`config.mk`:
```
export PLATFORM = sky130hd
export DESIGN_NAME = rsr_top
export DESIGN_NICKNAME = d
export VERILOG_FILES = /design/src/common/rsr_pkg.sv /design/src/rtl/rsr_top.sv
export VERILOG_INCLUDE_DIRS = /design/src /design/src/common
export SDC_FILE = /design/constraint.sdc
export NUM_CORES = 1
export LEC_CHECK = 0
export ABC_AREA = 1
export BUFFER_PORTS_ARGS = -buffer_cell sky130_fd_sc_hd__buf_2
export CORE_MARGIN = 8
export CORE_UTILIZATION = 50
export CTS_CLUSTER_DIAMETER = 120
export DETAILED_ROUTE_END_ITERATION = 8
export PLACE_DENSITY = 0.79
export SETUP_SLACK_MARGIN = 0.2
export SLEW_MARGIN = 20
export SYNTH_ARGS = -nofsm -noshare
export SYNTH_HDL_FRONTEND = slang
export SYNTH_SLANG_ARGS = --single-unit
export TNS_END_PERCENT = 20
```
`constraint.sdc`:
```
create_clock -name i_clk -period 12.8 [get_ports i_clk]
set_input_delay 1.28 -clock i_clk [delete_from_list [all_inputs] [get_ports i_clk]]
set_output_delay 1.28 -clock i_clk [all_outputs]
set_load 0.05 [all_outputs]
```
`src/common/rsr_cfg.svh`:
```
// Offsets, field positions, reset values and codes of the settings report block
// What this block does
// The response starts with the echoed request code in byte 0 and success status in byte 1.
// Byte 6 bits 7-6 hold the DAC reference level: 11 4.096 V, 10 2.048 V, 01 1.024 V, 00 off.
// Byte 6 bit 5 is 1 for the internal voltage reference as DAC source, 0 for the supply.
// Byte 6 bits 4-0 hold the five-bit power-up DAC code.
// With byte 7 bit 6 set, each falling edge of the interrupt input sets the detect flag.
// With byte 7 bit 5 set, each rising edge sets the flag; both enables may be on together.
// Byte 7 bits 4-3 hold the ADC reference level in the same code; 4.096 V needs a higher supply.
// Byte 7 bit 2 is 1 for the internal ADC reference, 0 for the supply rail.
// The vendor identifier goes low byte in byte 8, high byte in byte 9.
// The product identifier goes low byte in byte 10, high byte in byte 11.
// Byte 12 holds the power attributes, which also feed the configuration descriptor.
// Byte 13 holds a current code; enumeration requests twice that many milliamperes.
// Bytes 14 to 21 hold the eight supplied password bytes, first byte lowest.
// Byte 7 bits 7 and 1 always read as zero.
`ifndef RSR_CFG_SVH
`define RSR_CFG_SVH

`define RSR_ADDR_W 8
`define RSR_OFS_DAC_CFG 8'h00
`define RSR_OFS_ADC_INT_CFG 8'h04
`define RSR_OFS_USB_ID 8'h08
`define RSR_OFS_USB_PWR 8'h0c
`define RSR_OFS_PWD_LO 8'h10
`define RSR_OFS_PWD_HI 8'h14
`define RSR_OFS_IRQ_STATUS 8'h18
`define RSR_OFS_IRQ_CLEAR 8'h1c
`define RSR_OFS_IRQ_ENABLE 8'h20
`define RSR_OFS_STATE 8'h24

`define RSR_CMD_GET_SETTINGS 8'h61
`define RSR_STATUS_OK 8'h00
`define RSR_RESP_LAST 6'h3f

`define RSR_IDX_CMD 6'h00
`define RSR_IDX_STATUS 6'h01
`define RSR_IDX_DAC 6'h06
`define RSR_IDX_ADC_INT 6'h07
`define RSR_IDX_VID_LO 6'h08
`define RSR_IDX_VID_HI 6'h09
`define RSR_IDX_PID_LO 6'h0a
`define RSR_IDX_PID_HI 6'h0b
`define RSR_IDX_PWR_ATTR 6'h0c
`define RSR_IDX_CURRENT 6'h0d
`define RSR_IDX_PWD_FIRST 6'h0e
`define RSR_IDX_PWD_LAST 6'h15

`define RSR_BIT_NEG_EDGE 6
`define RSR_BIT_POS_EDGE 5
`define RSR_ADC_INT_MASK 8'h7c

`define RSR_IRQ_W 2
`define RSR_IRQ_EDGE 0
`define RSR_IRQ_RESP_DONE 1

`define RSR_RST_DAC_CFG 8'h00
`define RSR_RST_ADC_INT_CFG 8'h00
`define RSR_RST_VID 16'h0000
`define RSR_RST_PID 16'h0000
`define RSR_RST_PWR_ATTR 8'h80
`define RSR_RST_CURRENT 8'h32

`endif

```
`src/common/rsr_pkg.sv`:
```
// Types of the settings report block
package rsr_pkg;

    typedef struct packed {
        logic [1:0] level;
        logic use_internal_voltage_reference;
        logic [4:0] powerup_code;
    } rsr_dac_cfg_t;

    typedef struct packed {
        logic rsvd7;
        logic neg_edge_en;
        logic pos_edge_en;
        logic [1:0] level;
        logic use_internal_voltage_reference;
        logic rsvd1;
        logic rsvd0;
    } rsr_adc_int_cfg_t;

    typedef struct packed {
        rsr_dac_cfg_t dac;
        rsr_adc_int_cfg_t adc_int;
        logic [15:0] vid;
        logic [15:0] pid;
        logic [7:0] power_attr;
        logic [7:0] current_code;
        logic [63:0] password;
    } rsr_settings_t;

    typedef struct packed {
        logic valid;
        logic [5:0] idx;
        logic [7:0] data;
        logic last;
    } rsr_tx_t;

    typedef enum logic [1:0] {
        RSR_IDLE = 2'b01,
        RSR_SEND = 2'b10
    } rsr_state_t;

endpackage : rsr_pkg

```
`src/rtl/rsr_top.sv`:
```
// Run-time settings report assembler with register port and edge interrupt
`timescale 1ns/1ps
`include "rsr_cfg.svh"

module rsr_top (
    // Clock and reset
    input wire logic i_clk,
    input wire logic i_rst_b,
    // Register port
    input wire logic [`RSR_ADDR_W-1:0] i_addr,
    input wire logic [31:0] i_wdata,
    input wire logic i_wr,
    input wire logic i_rd,
    output logic [31:0] o_rdata,
    // Settings request from the host side
    input wire logic i_req,
    input wire logic [7:0] i_req_code,
    // Response byte stream
    output rsr_pkg::rsr_tx_t o_tx,
    // External interrupt input and detect flag
    input wire logic i_ext_int,
    output logic o_int_detect,
    // Enumeration descriptor values
    output logic [7:0] o_cfg_power_attr,
    output logic [8:0] o_cfg_current_ma,
    // Interrupt line
    output logic o_irq
);

    logic [1:0] rst_sync_r;
    logic rst_b;
    rsr_pkg::rsr_settings_t set_r;
    logic [`RSR_IRQ_W-1:0] irq_status_r;
    logic [`RSR_IRQ_W-1:0] irq_enable_r;
    logic [`RSR_IRQ_W-1:0] irq_set;
    logic [`RSR_IRQ_W-1:0] irq_clr;
    logic ext_prev_r;
    logic edge_hit;
    rsr_pkg::rsr_state_t state_r;
    logic [5:0] idx_r;
    logic resp_done;
    logic [31:0] rdata_nxt;

    // Response byte for a given index
    function automatic logic [7:0] resp_byte(input logic [5:0] idx,
                                             input rsr_pkg::rsr_settings_t s);
        logic [2:0] pw;
        pw = 3'(idx - `RSR_IDX_PWD_FIRST);
        resp_byte = 8'h00;
        // Password bytes in order
        if (idx >= `RSR_IDX_PWD_FIRST && idx <= `RSR_IDX_PWD_LAST) begin
            resp_byte = s.password[pw*8 +: 8];
        end else begin
            unique case (idx)
                // Echo and status
                `RSR_IDX_CMD: resp_byte = `RSR_CMD_GET_SETTINGS;
                `RSR_IDX_STATUS: resp_byte = `RSR_STATUS_OK;
                // DAC byte
                `RSR_IDX_DAC: resp_byte = s.dac;
                // ADC byte, ignored bits zero
                `RSR_IDX_ADC_INT: resp_byte = s.adc_int & `RSR_ADC_INT_MASK;
                // Vendor id low first
                `RSR_IDX_VID_LO: resp_byte = s.vid[7:0];
                `RSR_IDX_VID_HI: resp_byte = s.vid[15:8];
                // Product id low first
                `RSR_IDX_PID_LO: resp_byte = s.pid[7:0];
                `RSR_IDX_PID_HI: resp_byte = s.pid[15:8];
                // Power attributes
                `RSR_IDX_PWR_ATTR: resp_byte = s.power_attr;
                // Current code
                `RSR_IDX_CURRENT: resp_byte = s.current_code;
                default: resp_byte = 8'h00;
            endcase
        end
    endfunction : resp_byte

    // Reset release through two flops
    always_ff @(posedge i_clk or negedge i_rst_b) begin
        if (!i_rst_b) begin
            rst_sync_r <= 2'h0;
        end else begin
            rst_sync_r <= {rst_sync_r[0], 1'b1};
        end
    end
    assign rst_b = rst_sync_r[1];

    // Settings registers
    always_ff @(posedge i_clk or negedge rst_b) begin
        if (!rst_b) begin
            set_r.dac <= `RSR_RST_DAC_CFG;
            set_r.adc_int <= `RSR_RST_ADC_INT_CFG;
            set_r.vid <= `RSR_RST_VID;
            set_r.pid <= `RSR_RST_PID;
            set_r.power_attr <= `RSR_RST_PWR_ATTR;
            set_r.current_code <= `RSR_RST_CURRENT;
            set_r.password <= 64'h0;
        end else if (i_wr) begin
            unique case (i_addr)
                `RSR_OFS_DAC_CFG: set_r.dac <= i_wdata[7:0];
                // Ignored bits kept at zero
                `RSR_OFS_ADC_INT_CFG: set_r.adc_int <= i_wdata[7:0] & `RSR_ADC_INT_MASK;
                `RSR_OFS_USB_ID: begin
                    set_r.vid <= i_wdata[15:0];
                    set_r.pid <= i_wdata[31:16];
                end
                `RSR_OFS_USB_PWR: begin
                    set_r.power_attr <= i_wdata[7:0];
                    set_r.current_code <= i_wdata[15:8];
                end
                `RSR_OFS_PWD_LO: set_r.password[31:0] <= i_wdata;
                `RSR_OFS_PWD_HI: set_r.password[63:32] <= i_wdata;
                default: ;
            endcase
        end
    end

    // Descriptor values for enumeration
    always_ff @(posedge i_clk or negedge rst_b) begin
        if (!rst_b) begin
            o_cfg_power_attr <= 8'h00;
            o_cfg_current_ma <= 9'h000;
        end else begin
            // Same attributes to descriptor
            o_cfg_power_attr <= set_r.power_attr;
            // Twice the code
            o_cfg_current_ma <= {set_r.current_code, 1'b0};
        end
    end

    // Interrupt input edge detection
    always_ff @(posedge i_clk or negedge rst_b) begin
        if (!rst_b) begin
            ext_prev_r <= 1'b0;
        end else begin
            ext_prev_r <= i_ext_int;
        end
    end
    // Falling and rising enables
    assign edge_hit = (set_r.adc_int.neg_edge_en & ext_prev_r & ~i_ext_int)
                    | (set_r.adc_int.pos_edge_en & ~ext_prev_r & i_ext_int);

    // Response sequencer
    always_ff @(posedge i_clk or negedge rst_b) begin
        if (!rst_b) begin
            state_r <= rsr_pkg::RSR_IDLE;
            idx_r <= 6'h00;
        end else begin
            unique case (state_r)
                rsr_pkg::RSR_IDLE: begin
                    if (i_req && i_req_code == `RSR_CMD_GET_SETTINGS) begin
                        state_r <= rsr_pkg::RSR_SEND;
                        idx_r <= 6'h00;
                    end
                end
                rsr_pkg::RSR_SEND: begin
                    idx_r <= 6'(idx_r + 6'h01);
                    if (idx_r == `RSR_RESP_LAST) begin
                        state_r <= rsr_pkg::RSR_IDLE;
                    end
                end
                default: state_r <= rsr_pkg::RSR_IDLE;
            endcase
        end
    end
    assign resp_done = (state_r == rsr_pkg::RSR_SEND) && (idx_r == `RSR_RESP_LAST);

    // Response byte output
    always_ff @(posedge i_clk or negedge rst_b) begin
        if (!rst_b) begin
            o_tx <= '0;
        end else begin
            o_tx.valid <= (state_r == rsr_pkg::RSR_SEND);
            o_tx.idx <= idx_r;
            o_tx.data <= (state_r == rsr_pkg::RSR_SEND) ? resp_byte(idx_r, set_r) : 8'h00;
            o_tx.last <= resp_done;
        end
    end

    // Sticky status, set wins over clear
    assign irq_set = {resp_done, edge_hit};
    assign irq_clr = (i_wr && i_addr == `RSR_OFS_IRQ_CLEAR) ? i_wdata[`RSR_IRQ_W-1:0] : '0;
    always_ff @(posedge i_clk or negedge rst_b) begin
        if (!rst_b) begin
            irq_status_r <= '0;
        end else begin
            irq_status_r <= (irq_status_r & ~irq_clr) | irq_set;
        end
    end

    // Interrupt enable
    always_ff @(posedge i_clk or negedge rst_b) begin
        if (!rst_b) begin
            irq_enable_r <= '0;
        end else if (i_wr && i_addr == `RSR_OFS_IRQ_ENABLE) begin
            irq_enable_r <= i_wdata[`RSR_IRQ_W-1:0];
        end
    end

    // Interrupt and detect flag outputs
    always_ff @(posedge i_clk or negedge rst_b) begin
        if (!rst_b) begin
            o_irq <= 1'b0;
            o_int_detect <= 1'b0;
        end else begin
            o_irq <= |(((irq_status_r & ~irq_clr) | irq_set) & irq_enable_r);
            o_int_detect <= (irq_status_r[`RSR_IRQ_EDGE] & ~irq_clr[`RSR_IRQ_EDGE]) | edge_hit;
        end
    end

    // Read decode
    always_comb begin
        rdata_nxt = 32'h0;
        unique case (i_addr)
            `RSR_OFS_DAC_CFG: rdata_nxt = {24'h0, set_r.dac};
            `RSR_OFS_ADC_INT_CFG: rdata_nxt = {24'h0, set_r.adc_int};
            `RSR_OFS_USB_ID: rdata_nxt = {set_r.pid, set_r.vid};
            `RSR_OFS_USB_PWR: rdata_nxt = {16'h0, set_r.current_code, set_r.power_attr};
            `RSR_OFS_PWD_LO: rdata_nxt = set_r.password[31:0];
            `RSR_OFS_PWD_HI: rdata_nxt = set_r.password[63:32];
            `RSR_OFS_IRQ_STATUS: rdata_nxt = {30'h0, irq_status_r};
            `RSR_OFS_IRQ_ENABLE: rdata_nxt = {30'h0, irq_enable_r};
            `RSR_OFS_STATE: rdata_nxt = {24'h0, 2'h0, idx_r} |
                                        {31'h0, state_r == rsr_pkg::RSR_SEND} << 8;
            default: rdata_nxt = 32'h0;
        endcase
    end

    // Read data one cycle later, zero otherwise
    always_ff @(posedge i_clk or negedge rst_b) begin
        if (!rst_b) begin
            o_rdata <= 32'h0;
        end else begin
            o_rdata <= i_rd ? rdata_nxt : 32'h0;
        end
    end

endmodule : rsr_top

```
After elaboration in Yosys (flattened, before gate mapping)
Index checks and enable logic that the tools add are counted.
- magnitude comparators: 2
- multiplexer cells: 11
- $add $sub $neg: 2
- equality and inequality tests: 23
- reduce and logical (&&, ||, !) cells: 17
- shifts and indexed selects: 1
- bitwise logic cells: 15
- operators by type and width (operator ; count):
    32-bit case mux with 9 select lines ; 1
    8-bit case mux with 9 select lines ; 1
    64-bit by 7-bit indexed part select with 8-bit output ; 1
    6-bit by 4-bit equality test with 1-bit output (second input constant) ; 6
    8-bit by 5-bit equality test with 1-bit output (second input constant) ; 4
    32-bit 2-to-1 mux ; 1
    8-bit by 4-bit equality test with 1-bit output (second input constant) ; 2
    8-bit by 6-bit equality test with 1-bit output (second input constant) ; 2
    8-bit 2-to-1 mux ; 2
    2-bit AND reduction ; 8
    6-bit by 3-bit equality test with 1-bit output (second input constant) ; 2
    6-bit case mux with 2 select lines ; 1
    6-bit by 9-bit OR with 9-bit output ; 1
    8-bit by 3-bit equality test with 1-bit output (second input constant) ; 1
    8-bit by 7-bit equality test with 1-bit output (second input constant) ; 1
    8-bit logical NOT ; 1
    6-bit by 1-bit adder with 6-bit output (second input constant) ; 1
    6-bit equality test (second input constant) ; 1
    6-bit by 4-bit >= comparator with 1-bit output (second input constant) ; 1
    6-bit by 5-bit less-or-equal comparator with 1-bit output (second input constant) ; 1
    6-bit logical NOT ; 1
    2-bit 2-to-1 mux ; 3
    6-bit 2-to-1 mux ; 1
    1-bit bitwise AND ; 5
    13 further kinds ; 22
- logic and storage cells: 99
- register bits after elaboration: 206
- output and inout port bits: 67
- bits of input ports: 54

Logic depth before layout (Yosys ltp)
Gate-level depths: netlist of the first run.
- word-level depth: 8
- mapped depth: 13
- depth with buffers taken out: 10

Worst setup path after synthesis of the first run
Ideal clock, no wire load.
- kind: input to register
- from: input port i_addr[7]
- to: register set_r[43] in the netlist's numbering
- arrival: 2243 ps
- data required time: 12668 ps
- path buffers: 1
- stages on the path: 7
- path slack: 10424 ps
- path through: nor2_4 -> nand3_2 -> nor2_2 -> nand2_2 -> clkbuf_1 -> nand2_1 -> o21ai_0
- longest elaborated chain between the ends: 2
- RTL lines (item ; RTL line ; RTL):
    start: declaration ; rsr_top.sv:10 ; input wire logic [`RSR_ADDR_W-1:0] i_addr,
    8-bit by 5-bit equality test with 1-bit output ; rsr_top.sv:98 ; unique case (i_addr)
    2-bit AND reduction (no source line) ; n/a ;
    end: declaration ; rsr_top.sv:32 ; rsr_pkg::rsr_settings_t set_r;
Every way passes these cells.
A chain may end at the register's enable or synchronous reset.

Final worst setup path of the first run
- from: input port i_addr[7]
- to: register set_r[68] in the netlist's numbering
- longest elaborated chain between the ends: 2
- RTL lines (item ; RTL line):
    8-bit by 4-bit equality test with 1-bit output ; rsr_top.sv:98
    2-bit AND reduction (no source line) ; n/a
Every way passes these cells.

==> results of run 1 <==
-- cell families after synthesis --
logic type / after synthesis / share of synthesized area
AO/OA/AOI/OAI: 248 / 0.130
XOR/XNOR: 1 / 0.000903
adder cells (fa/ha/maj): 6 / 0.00774
buffers and inverters: 187 / 0.0800
flip-flops: 205 / 0.530
other: 2 / 0.000774
AND/OR/NAND/NOR: 574 / 0.251
-- layout make-up --
cell class	count	area (um2)	area share
Clock buffer	32	659	0.0589
Inverter	128	480	0.0429
Timing Repair Buffer	129	678	0.0605
Clock inverter	7	115	0.0103
Antenna cell	1	2.50	0.000223
Sequential cell	205	5140	0.459
Multi-Input combinational cell	831	3790	0.339
Tap cell	265	332	0.0296
-- synthesized netlist by cell type (2+ instances only) --
library cell                 n  area share
sky130_fd_sc_hd__o21ai_0   174       0.090
sky130_fd_sc_hd__dfrtp_1   200        0.52
sky130_fd_sc_hd__nand4_1    26       0.017
sky130_fd_sc_hd__inv_1     128       0.050
sky130_fd_sc_hd__buf_4       3      0.0023
sky130_fd_sc_hd__ha_1        6      0.0077
sky130_fd_sc_hd__nor2_2      4      0.0026
sky130_fd_sc_hd__nand3_1    46       0.024
sky130_fd_sc_hd__nand3_2     3      0.0031
sky130_fd_sc_hd__nand3_4     2      0.0036
sky130_fd_sc_hd__nor2_1    100       0.039
sky130_fd_sc_hd__nand2_2     2      0.0013
sky130_fd_sc_hd__o22ai_1     2      0.0013
sky130_fd_sc_hd__buf_6       5      0.0058
sky130_fd_sc_hd__dfstp_2     5       0.014
sky130_fd_sc_hd__clkbuf_1   30       0.012
sky130_fd_sc_hd__conb_1      2     0.00077
sky130_fd_sc_hd__o21ai_1    27       0.014
sky130_fd_sc_hd__nor3_1      2      0.0010
sky130_fd_sc_hd__a21oi_1    43       0.022
sky130_fd_sc_hd__buf_2      19      0.0098
sky130_fd_sc_hd__nor2_4      9       0.010
sky130_fd_sc_hd__nand2_1   375        0.15
-- worst max-delay path, stage by stage --
cell and delay, ps:
sky130_fd_sc_hd__buf_2 110, sky130_fd_sc_hd__nor2_4 180, sky130_fd_sc_hd__nand3_4 160, sky130_fd_sc_hd__nor2_4 480
sky130_fd_sc_hd__nand2_1 780, sky130_fd_sc_hd__o21ai_0 430
-- state kept, by name (all words and copies together), names as in the netlist --
name and cells:
set_r 125, state_r 2, o_rdata 32, ext_prev_r 1, rst_sync_r 2, o_tx 16
idx_r 6, o_cfg_current_ma 8, o_cfg_power_attr 8, o_irq 1, irq_status_r 2, irq_enable_r 2
-- final timing paths --
kind,start,slack (ps),endpoint,depth (start not counted)
setup / recovery,i_addr[7],9750,set_r[68]$_DFFE_PN1P_,6
hold / removal,rst_sync_r[1]$_DFF_PN0_,320,o_rdata[0]$_DFF_PN0_,0
setup reg to reg,idx_r[1]$_DFFE_PN0P_,9760,o_tx[1]$_DFF_PN0_,10
hold reg to reg,rst_sync_r[1]$_DFF_PN0_,320,o_rdata[0]$_DFF_PN0_,0
max in group asynchronous,rst_sync_r[1]$_DFF_PN0_,10730,o_rdata[14]$_DFF_PN0_,2
min in group i_clk,rst_sync_r[0]$_DFF_PN0_,350,rst_sync_r[1]$_DFF_PN0_,0
-- through the flow --
step	power, mW	hold slack [ps]
global route	1.51	361
global placement	0.792	333
finish	1.47	322
floorplan	0.757	331
CTS	1.47	351
detailed placement	0.796	337
-- placed cells by master, fill, tap and decap left out, types with 2 or more instances in the layout --
cell                         synthesis  final
sky130_fd_sc_hd__buf_2              19    119
sky130_fd_sc_hd__o21ai_1            27     27
sky130_fd_sc_hd__nor2_4              9      9
sky130_fd_sc_hd__o22ai_1             2      2
sky130_fd_sc_hd__o21ai_0           174    174
sky130_fd_sc_hd__clkinv_2            0      2
sky130_fd_sc_hd__inv_1             128    128
sky130_fd_sc_hd__nand4_1            26     26
sky130_fd_sc_hd__nand3_4             2      2
sky130_fd_sc_hd__nor2_1            100    100
sky130_fd_sc_hd__clkbuf_1           30      4
sky130_fd_sc_hd__nand3_1            46     46
sky130_fd_sc_hd__clkbuf_16           0     23
sky130_fd_sc_hd__nor3_1              2      2
sky130_fd_sc_hd__buf_6               5      2
sky130_fd_sc_hd__a21oi_1            43     43
sky130_fd_sc_hd__dfstp_2             5      5
sky130_fd_sc_hd__nor2_2              4      4
sky130_fd_sc_hd__clkinvlp_4          0      2
sky130_fd_sc_hd__conb_1              2      2
sky130_fd_sc_hd__nand2_1           375    375
sky130_fd_sc_hd__clkbuf_8            0      5
sky130_fd_sc_hd__nand2_4             0      2
sky130_fd_sc_hd__buf_4               3      8
sky130_fd_sc_hd__ha_1                6      6
sky130_fd_sc_hd__nand3_2             3      3
sky130_fd_sc_hd__bufinv_16           0      3
sky130_fd_sc_hd__dfrtp_1           200    199
-- power breakdown --
| group | internal (mW) | total [mW] | switching [mW] | leakage, nW |
|---|---|---|---|---|
| clock | 0.417 | 0.679 | 0.262 | 0.375 |
| combinational | 0.0239 | 0.0881 | 0.0642 | 2.56 |
| sequential | 0.675 | 0.699 | 0.0235 | 2.67 |
-- metal layers --
| metal | part of all wire | vias up | global-route usage |
|---|---|---|---|
| met3 | 0.10 | 96 | 0.0544 |
| li1 | - | 4075 | - |
| met1 | 0.40 | 4164 | 0.321 |
| met5 | 0 | - | 0 |
| met4 | 0.042 | 0 | 0.110 |
| met2 | 0.45 | 507 | 0.385 |
==> out/results.ini, run 1 <==
[finish]
final_design_area_no_fill_mm2 = 0.0112
layout-drive-gt1-share = 0.144
filler_free_cell_count_of_the_finished_design = 1598
nNetsFinal = 1377
final_util = 0.581
area_delta_synth_final_pct = 15.5
filler_cell_count = 1768

[synthesis]
synth.avg_cell_area_um2 = 7.93
synth_flop_cell = sky130_fd_sc_hd__dfrtp_1
ys_ff_latch = 205
synth_enable_flop_cells = 0
async_reset_ff_frac = 1.00
synth-seq-area-share = 0.530
syn-cell-area_mm2 = 0.00970
postSynthCellCount = 1223
yosys.cell_types.count = 33
synth_nets = 1283
yosysWarnings = 0

[global_route]
antenna_found_initial = 0
largest_net_degree_at_the_start_of_global_routing = 81
global_route_wire_length_before_repair_mm = 46.9
vias_in_the_first_global_route = 8759
global_route.overflow_total = 0
grt.total_usage = 0.245

[flow_run]
max_cap_viols = 0

[clock_tree]
cts_num_sinks = 205
cts_tree = yes
post-cts-setup-buffer-count = 0
cts-buffers-inserted = 22
clock-root-buffer = sky130_fd_sc_hd__clkbuf_16
ctsResizeCount = 0
max-clock-path-buffers = 3
clkLatencyLatePin_ps = 510
clk_pin_slew_ps = 60
postCtsHoldBufs = 0
cts.htree.levels = 1

[worst_setup_path]
critical_path.max_fanout = 32
cp.arrival_ps = 3450
timing_worst_setup_path_type = input port to flip-flop
worst_ep_required_time_ps = 13200
element_type_at_the_critical_path_end = flip-flop
cp-start-kind = input port

[placement]
place_congestion = 0.943
numPlacedInstances = 1558
placement.setup.worst_slack_ps = 8940
detailed_place.area_mm2 = 0.0104
port_buffers = 119
dp_hpwl_mm = 20.4

[timing]
final.period_utilization = 0.238
timing.final.ws_setup_ps = 9750
period_needed_ps = 3050
max_clock_freq_mhz = 328
timing_max_transition_violations_final = 0
finalSetupTns_ps = 0
final-setup-viol-count = 0
clock_skew_ps = 11.1
final_report_hold_violation_count = 0
max_slew.worst_pin.slew_ps = 1060
worst_slew_margin_rel = 0.290
rsz_0062_raised_after_global_routing = false

[detailed_routing]
drt-initial-drc-count = 1070
wl_mm = 29.7
detail_route.first_pass.iterations = 6
post_drt_via_cell_ratio = 5.53
vias = 8842
remaining_drc_errors = 0
postRouteAntennaNets = 0
wirelength_per_cell_um = 18.6

[floorplanning]
die-area_mm2 = 0.0241
floorplan.io_pins = 121
die_height_um = 155
fp-row-count = 51
die_x_um = 155
initial_core_util = 0.503
floorplan.core_area_mm2 = 0.0193

[power]
p_leak_nw = 5.60
power-per-cell-area_mw_per_mm2 = 131
irDropWorstVdd_mv = 0.0863

[min_path]
hp-class = flip-flop to asynchronous set/reset pin

[outcome]
result_of_the_run = finished, final reports clean

Power figures use the tool's default switching activity.
==> inputs of run 2 (changes only) <==
Clock period 12.8 ns to 3.1 ns, I/O delays scaled along.
==> out/results.ini, run 2 (synthesized netlist as in run 1, its figures left out) <==
[finish]
multi_input_area_mm2 = 0.00378  ; -0.26%
largest_register_ff_count = 125  ; unchanged
reg.largest.list = set_r (125), o_rdata (32), o_tx (16)
layout-drive-gt1-share = 0.156  ; +0.0114
layout_commonest_cell = sky130_fd_sc_hd__nand2_1
filler_free_cell_count_of_the_finished_design = 1615  ; +1.1%
area_delta_synth_final_pct = 17.4
antennaDiodeCount = 0  ; -1
layout.cells.most_common_list = sky130_fd_sc_hd__nand2_1, sky130_fd_sc_hd__dfrtp_1, sky130_fd_sc_hd__o21ai_0
max_flop_register = set_r
nNetsFinal = 1394  ; +1.2%
ff_latch_area_mm2 = 0.00514  ; unchanged
filler_cell_count = 1728  ; -2.3%

[timing]
period_needed_ps = 2450
final.period_utilization = 0.790
clock_skew_ps = 15.8  ; +4.67 ps
finalSetupTns_ps = 0  ; unchanged
final_report_hold_violation_count = 0  ; unchanged
max_clock_freq_mhz = 408
rsz_0062_raised_after_global_routing = false
worst_slew_margin_rel = 0.543  ; +0.253
max_slew.worst_pin.slew_ps = 686  ; -377 ps
whs_ps = 23.5  ; -299 ps
final-setup-viol-count = 0  ; unchanged
timing_max_transition_violations_final = 0  ; unchanged

[clock_tree]
clkLatencyLatePin_ps = 510  ; about the same
cts_num_sinks = 205  ; unchanged
cts_tree = yes
clock-root-buffer = sky130_fd_sc_hd__clkbuf_16
clk_pin_slew_ps = 60  ; about the same
cts.htree.levels = 1  ; unchanged
cts-buffers-inserted = 22  ; unchanged
ctsResizeCount = 0  ; unchanged
max-clock-path-buffers = 3  ; unchanged

[detailed_routing]
postRouteAntennaNets = 0  ; unchanged
remaining_drc_errors = 0  ; unchanged
wl_mm = 31.2  ; +5.0%
wirelength_per_cell_um = 19.3  ; +3.9%
post_drt_via_cell_ratio = 5.42  ; -2.0%
detail_route.first_pass.iterations = 6  ; unchanged
vias = 8757  ; -0.96%
drt-initial-drc-count = 963  ; -10%

[power]
power-per-cell-area_mw_per_mm2 = 547  ; +320%
p_leak_nw = 5.70  ; +1.7%
irDropWorstVdd_mv = 0.486  ; +460%

[placement]
numPlacedInstances = 1573  ; +0.96%
dp_hpwl_mm = 22.3  ; +9.4%
place_congestion = 1.01  ; +6.9%
port_buffers = 119  ; unchanged

[worst_setup_path]
critical_path.max_stage_delay_ps = 460  ; -320 ps
cp-start-kind = flip-flop
timing_worst_setup_path_type = flip-flop to flip-flop
path_delay_family = simple AND/OR/NAND/NOR gates
crit_chain = buf_4 -> buf_4 -> ha_1 -> inv_1 -> nor2_1 -> nand3_1 -> nand2_1 -> nor2_1 -> nand3_1 -> nor2_1 -> nor2_1
cpMaxStageDelayCell = sky130_fd_sc_hd__nor2_1
critical_path.max_fanout = 34  ; +6.3%
critPathBufInv = 3  ; +2
cp.arrival_ps = 2880  ; -570 ps
cpMostUsedCell = sky130_fd_sc_hd__nor2_1
worst_ep_required_time_ps = 3530  ; -9670 ps
element_type_at_the_critical_path_end = flip-flop

[floorplanning]
die-area_mm2 = 0.0241  ; unchanged
die_x_um = 155  ; unchanged
floorplan.core_area_mm2 = 0.0193  ; unchanged
floorplan.io_pins = 121  ; unchanged
die_height_um = 155  ; unchanged
initial_core_util = 0.503  ; unchanged
fp-row-count = 51  ; unchanged

[global_route]
global_route_wire_length_before_repair_mm = 48.2  ; +2.8%
grt.total_usage = 0.258  ; +0.0127
global_route.overflow_total = 0  ; unchanged
vias_in_the_first_global_route = 8578  ; -2.1%
largest_net_degree_at_the_start_of_global_routing = 72  ; -11%
antenna_found_initial = 1  ; +1

[min_path]
hp-class = input port to flip-flop

[outcome]
result_of_the_run = finished, final reports clean

[flow_run]
max_cap_viols = 0  ; unchanged

[run 2: worst paths after layout]
check                      slack, ps                    start                      end  cells after the start
min reg2reg                      270  rst_sync_r[1]$_DFF_PN0_     idx_r[1]$_DFFE_PN0P_                      0
max                              650     idx_r[0]$_DFFE_PN0P_        o_tx[2]$_DFF_PN0_                     11
max in group asynchronous       2010  rst_sync_r[1]$_DFF_PN0_   set_r[114]$_DFFE_PN0P_                      1
max reg2reg                      650     idx_r[0]$_DFFE_PN0P_        o_tx[2]$_DFF_PN0_                     11
min in group asynchronous        110                  i_rst_b  rst_sync_r[1]$_DFF_PN0_                      2
min                               20              i_wdata[30]    set_r[30]$_DFFE_PN0P_                      3
[run 2: metrics by stage]
stage / total power [mW] / instance area, um2 / setup WS, ps / util
3_3_place_gp: 3.30 / 10500 / 771 / 0.547
4_1_cts: 6.26 / 11400 / 698 / 0.591
3_5_place_dp: 3.31 / 10500 / 742 / 0.547
6_report: 6.23 / 11400 / 651 / 0.591
5_1_grt: 6.40 / 11400 / 496 / 0.591
2_1_floorplan: 3.13 / 9700 / 983 / -
[run 2: power breakdown]
part	internal, mW	switching [mW]	total, mW
Combinational	0.104	0.268	0.372
Clock	1.85	1.11	2.96
Sequential	2.79	0.107	2.89
[run 2: area by class of cell]
cell class | count | share of cell area
clock buffer | 28 | 0.0548
clock inverter | 12 | 0.0175
inverter | 128 | 0.0422
multi-input combinational | 831 | 0.332
sequential | 205 | 0.451
tap | 265 | 0.0291
timing repair buffer | 146 | 0.0727
[run 2: what timing repair did]
action / in CTS / in global routing
hold endpoints to repair: 3 / 0
hold buffers: 2 / 0
buffers inserted: 0 / 0
endpoints found under the setup margin: 0 / 0
[run 2: layer usage]
metal / global-route usage / up-vias / wire length, um
li1: - / 4120 / -
met1: 0.353 / 4107 / 13200
met2: 0.401 / 456 / 13800
met3: 0.0549 / 72 / 3140
met4: 0.0901 / 2 / 1030
met5: 0 / - / 13
[run 2: worst reg2reg max path: stages, from the launching register on]
cell,delay [ps]
sky130_fd_sc_hd__dfrtp_1,350
sky130_fd_sc_hd__buf_4,240
sky130_fd_sc_hd__buf_4,360
sky130_fd_sc_hd__ha_1,370
sky130_fd_sc_hd__inv_1,70
sky130_fd_sc_hd__nor2_1,460
sky130_fd_sc_hd__nand3_1,160
sky130_fd_sc_hd__nand2_1,100
sky130_fd_sc_hd__nor2_1,50
sky130_fd_sc_hd__nand3_1,60
sky130_fd_sc_hd__nor2_1,50
sky130_fd_sc_hd__nor2_1,90
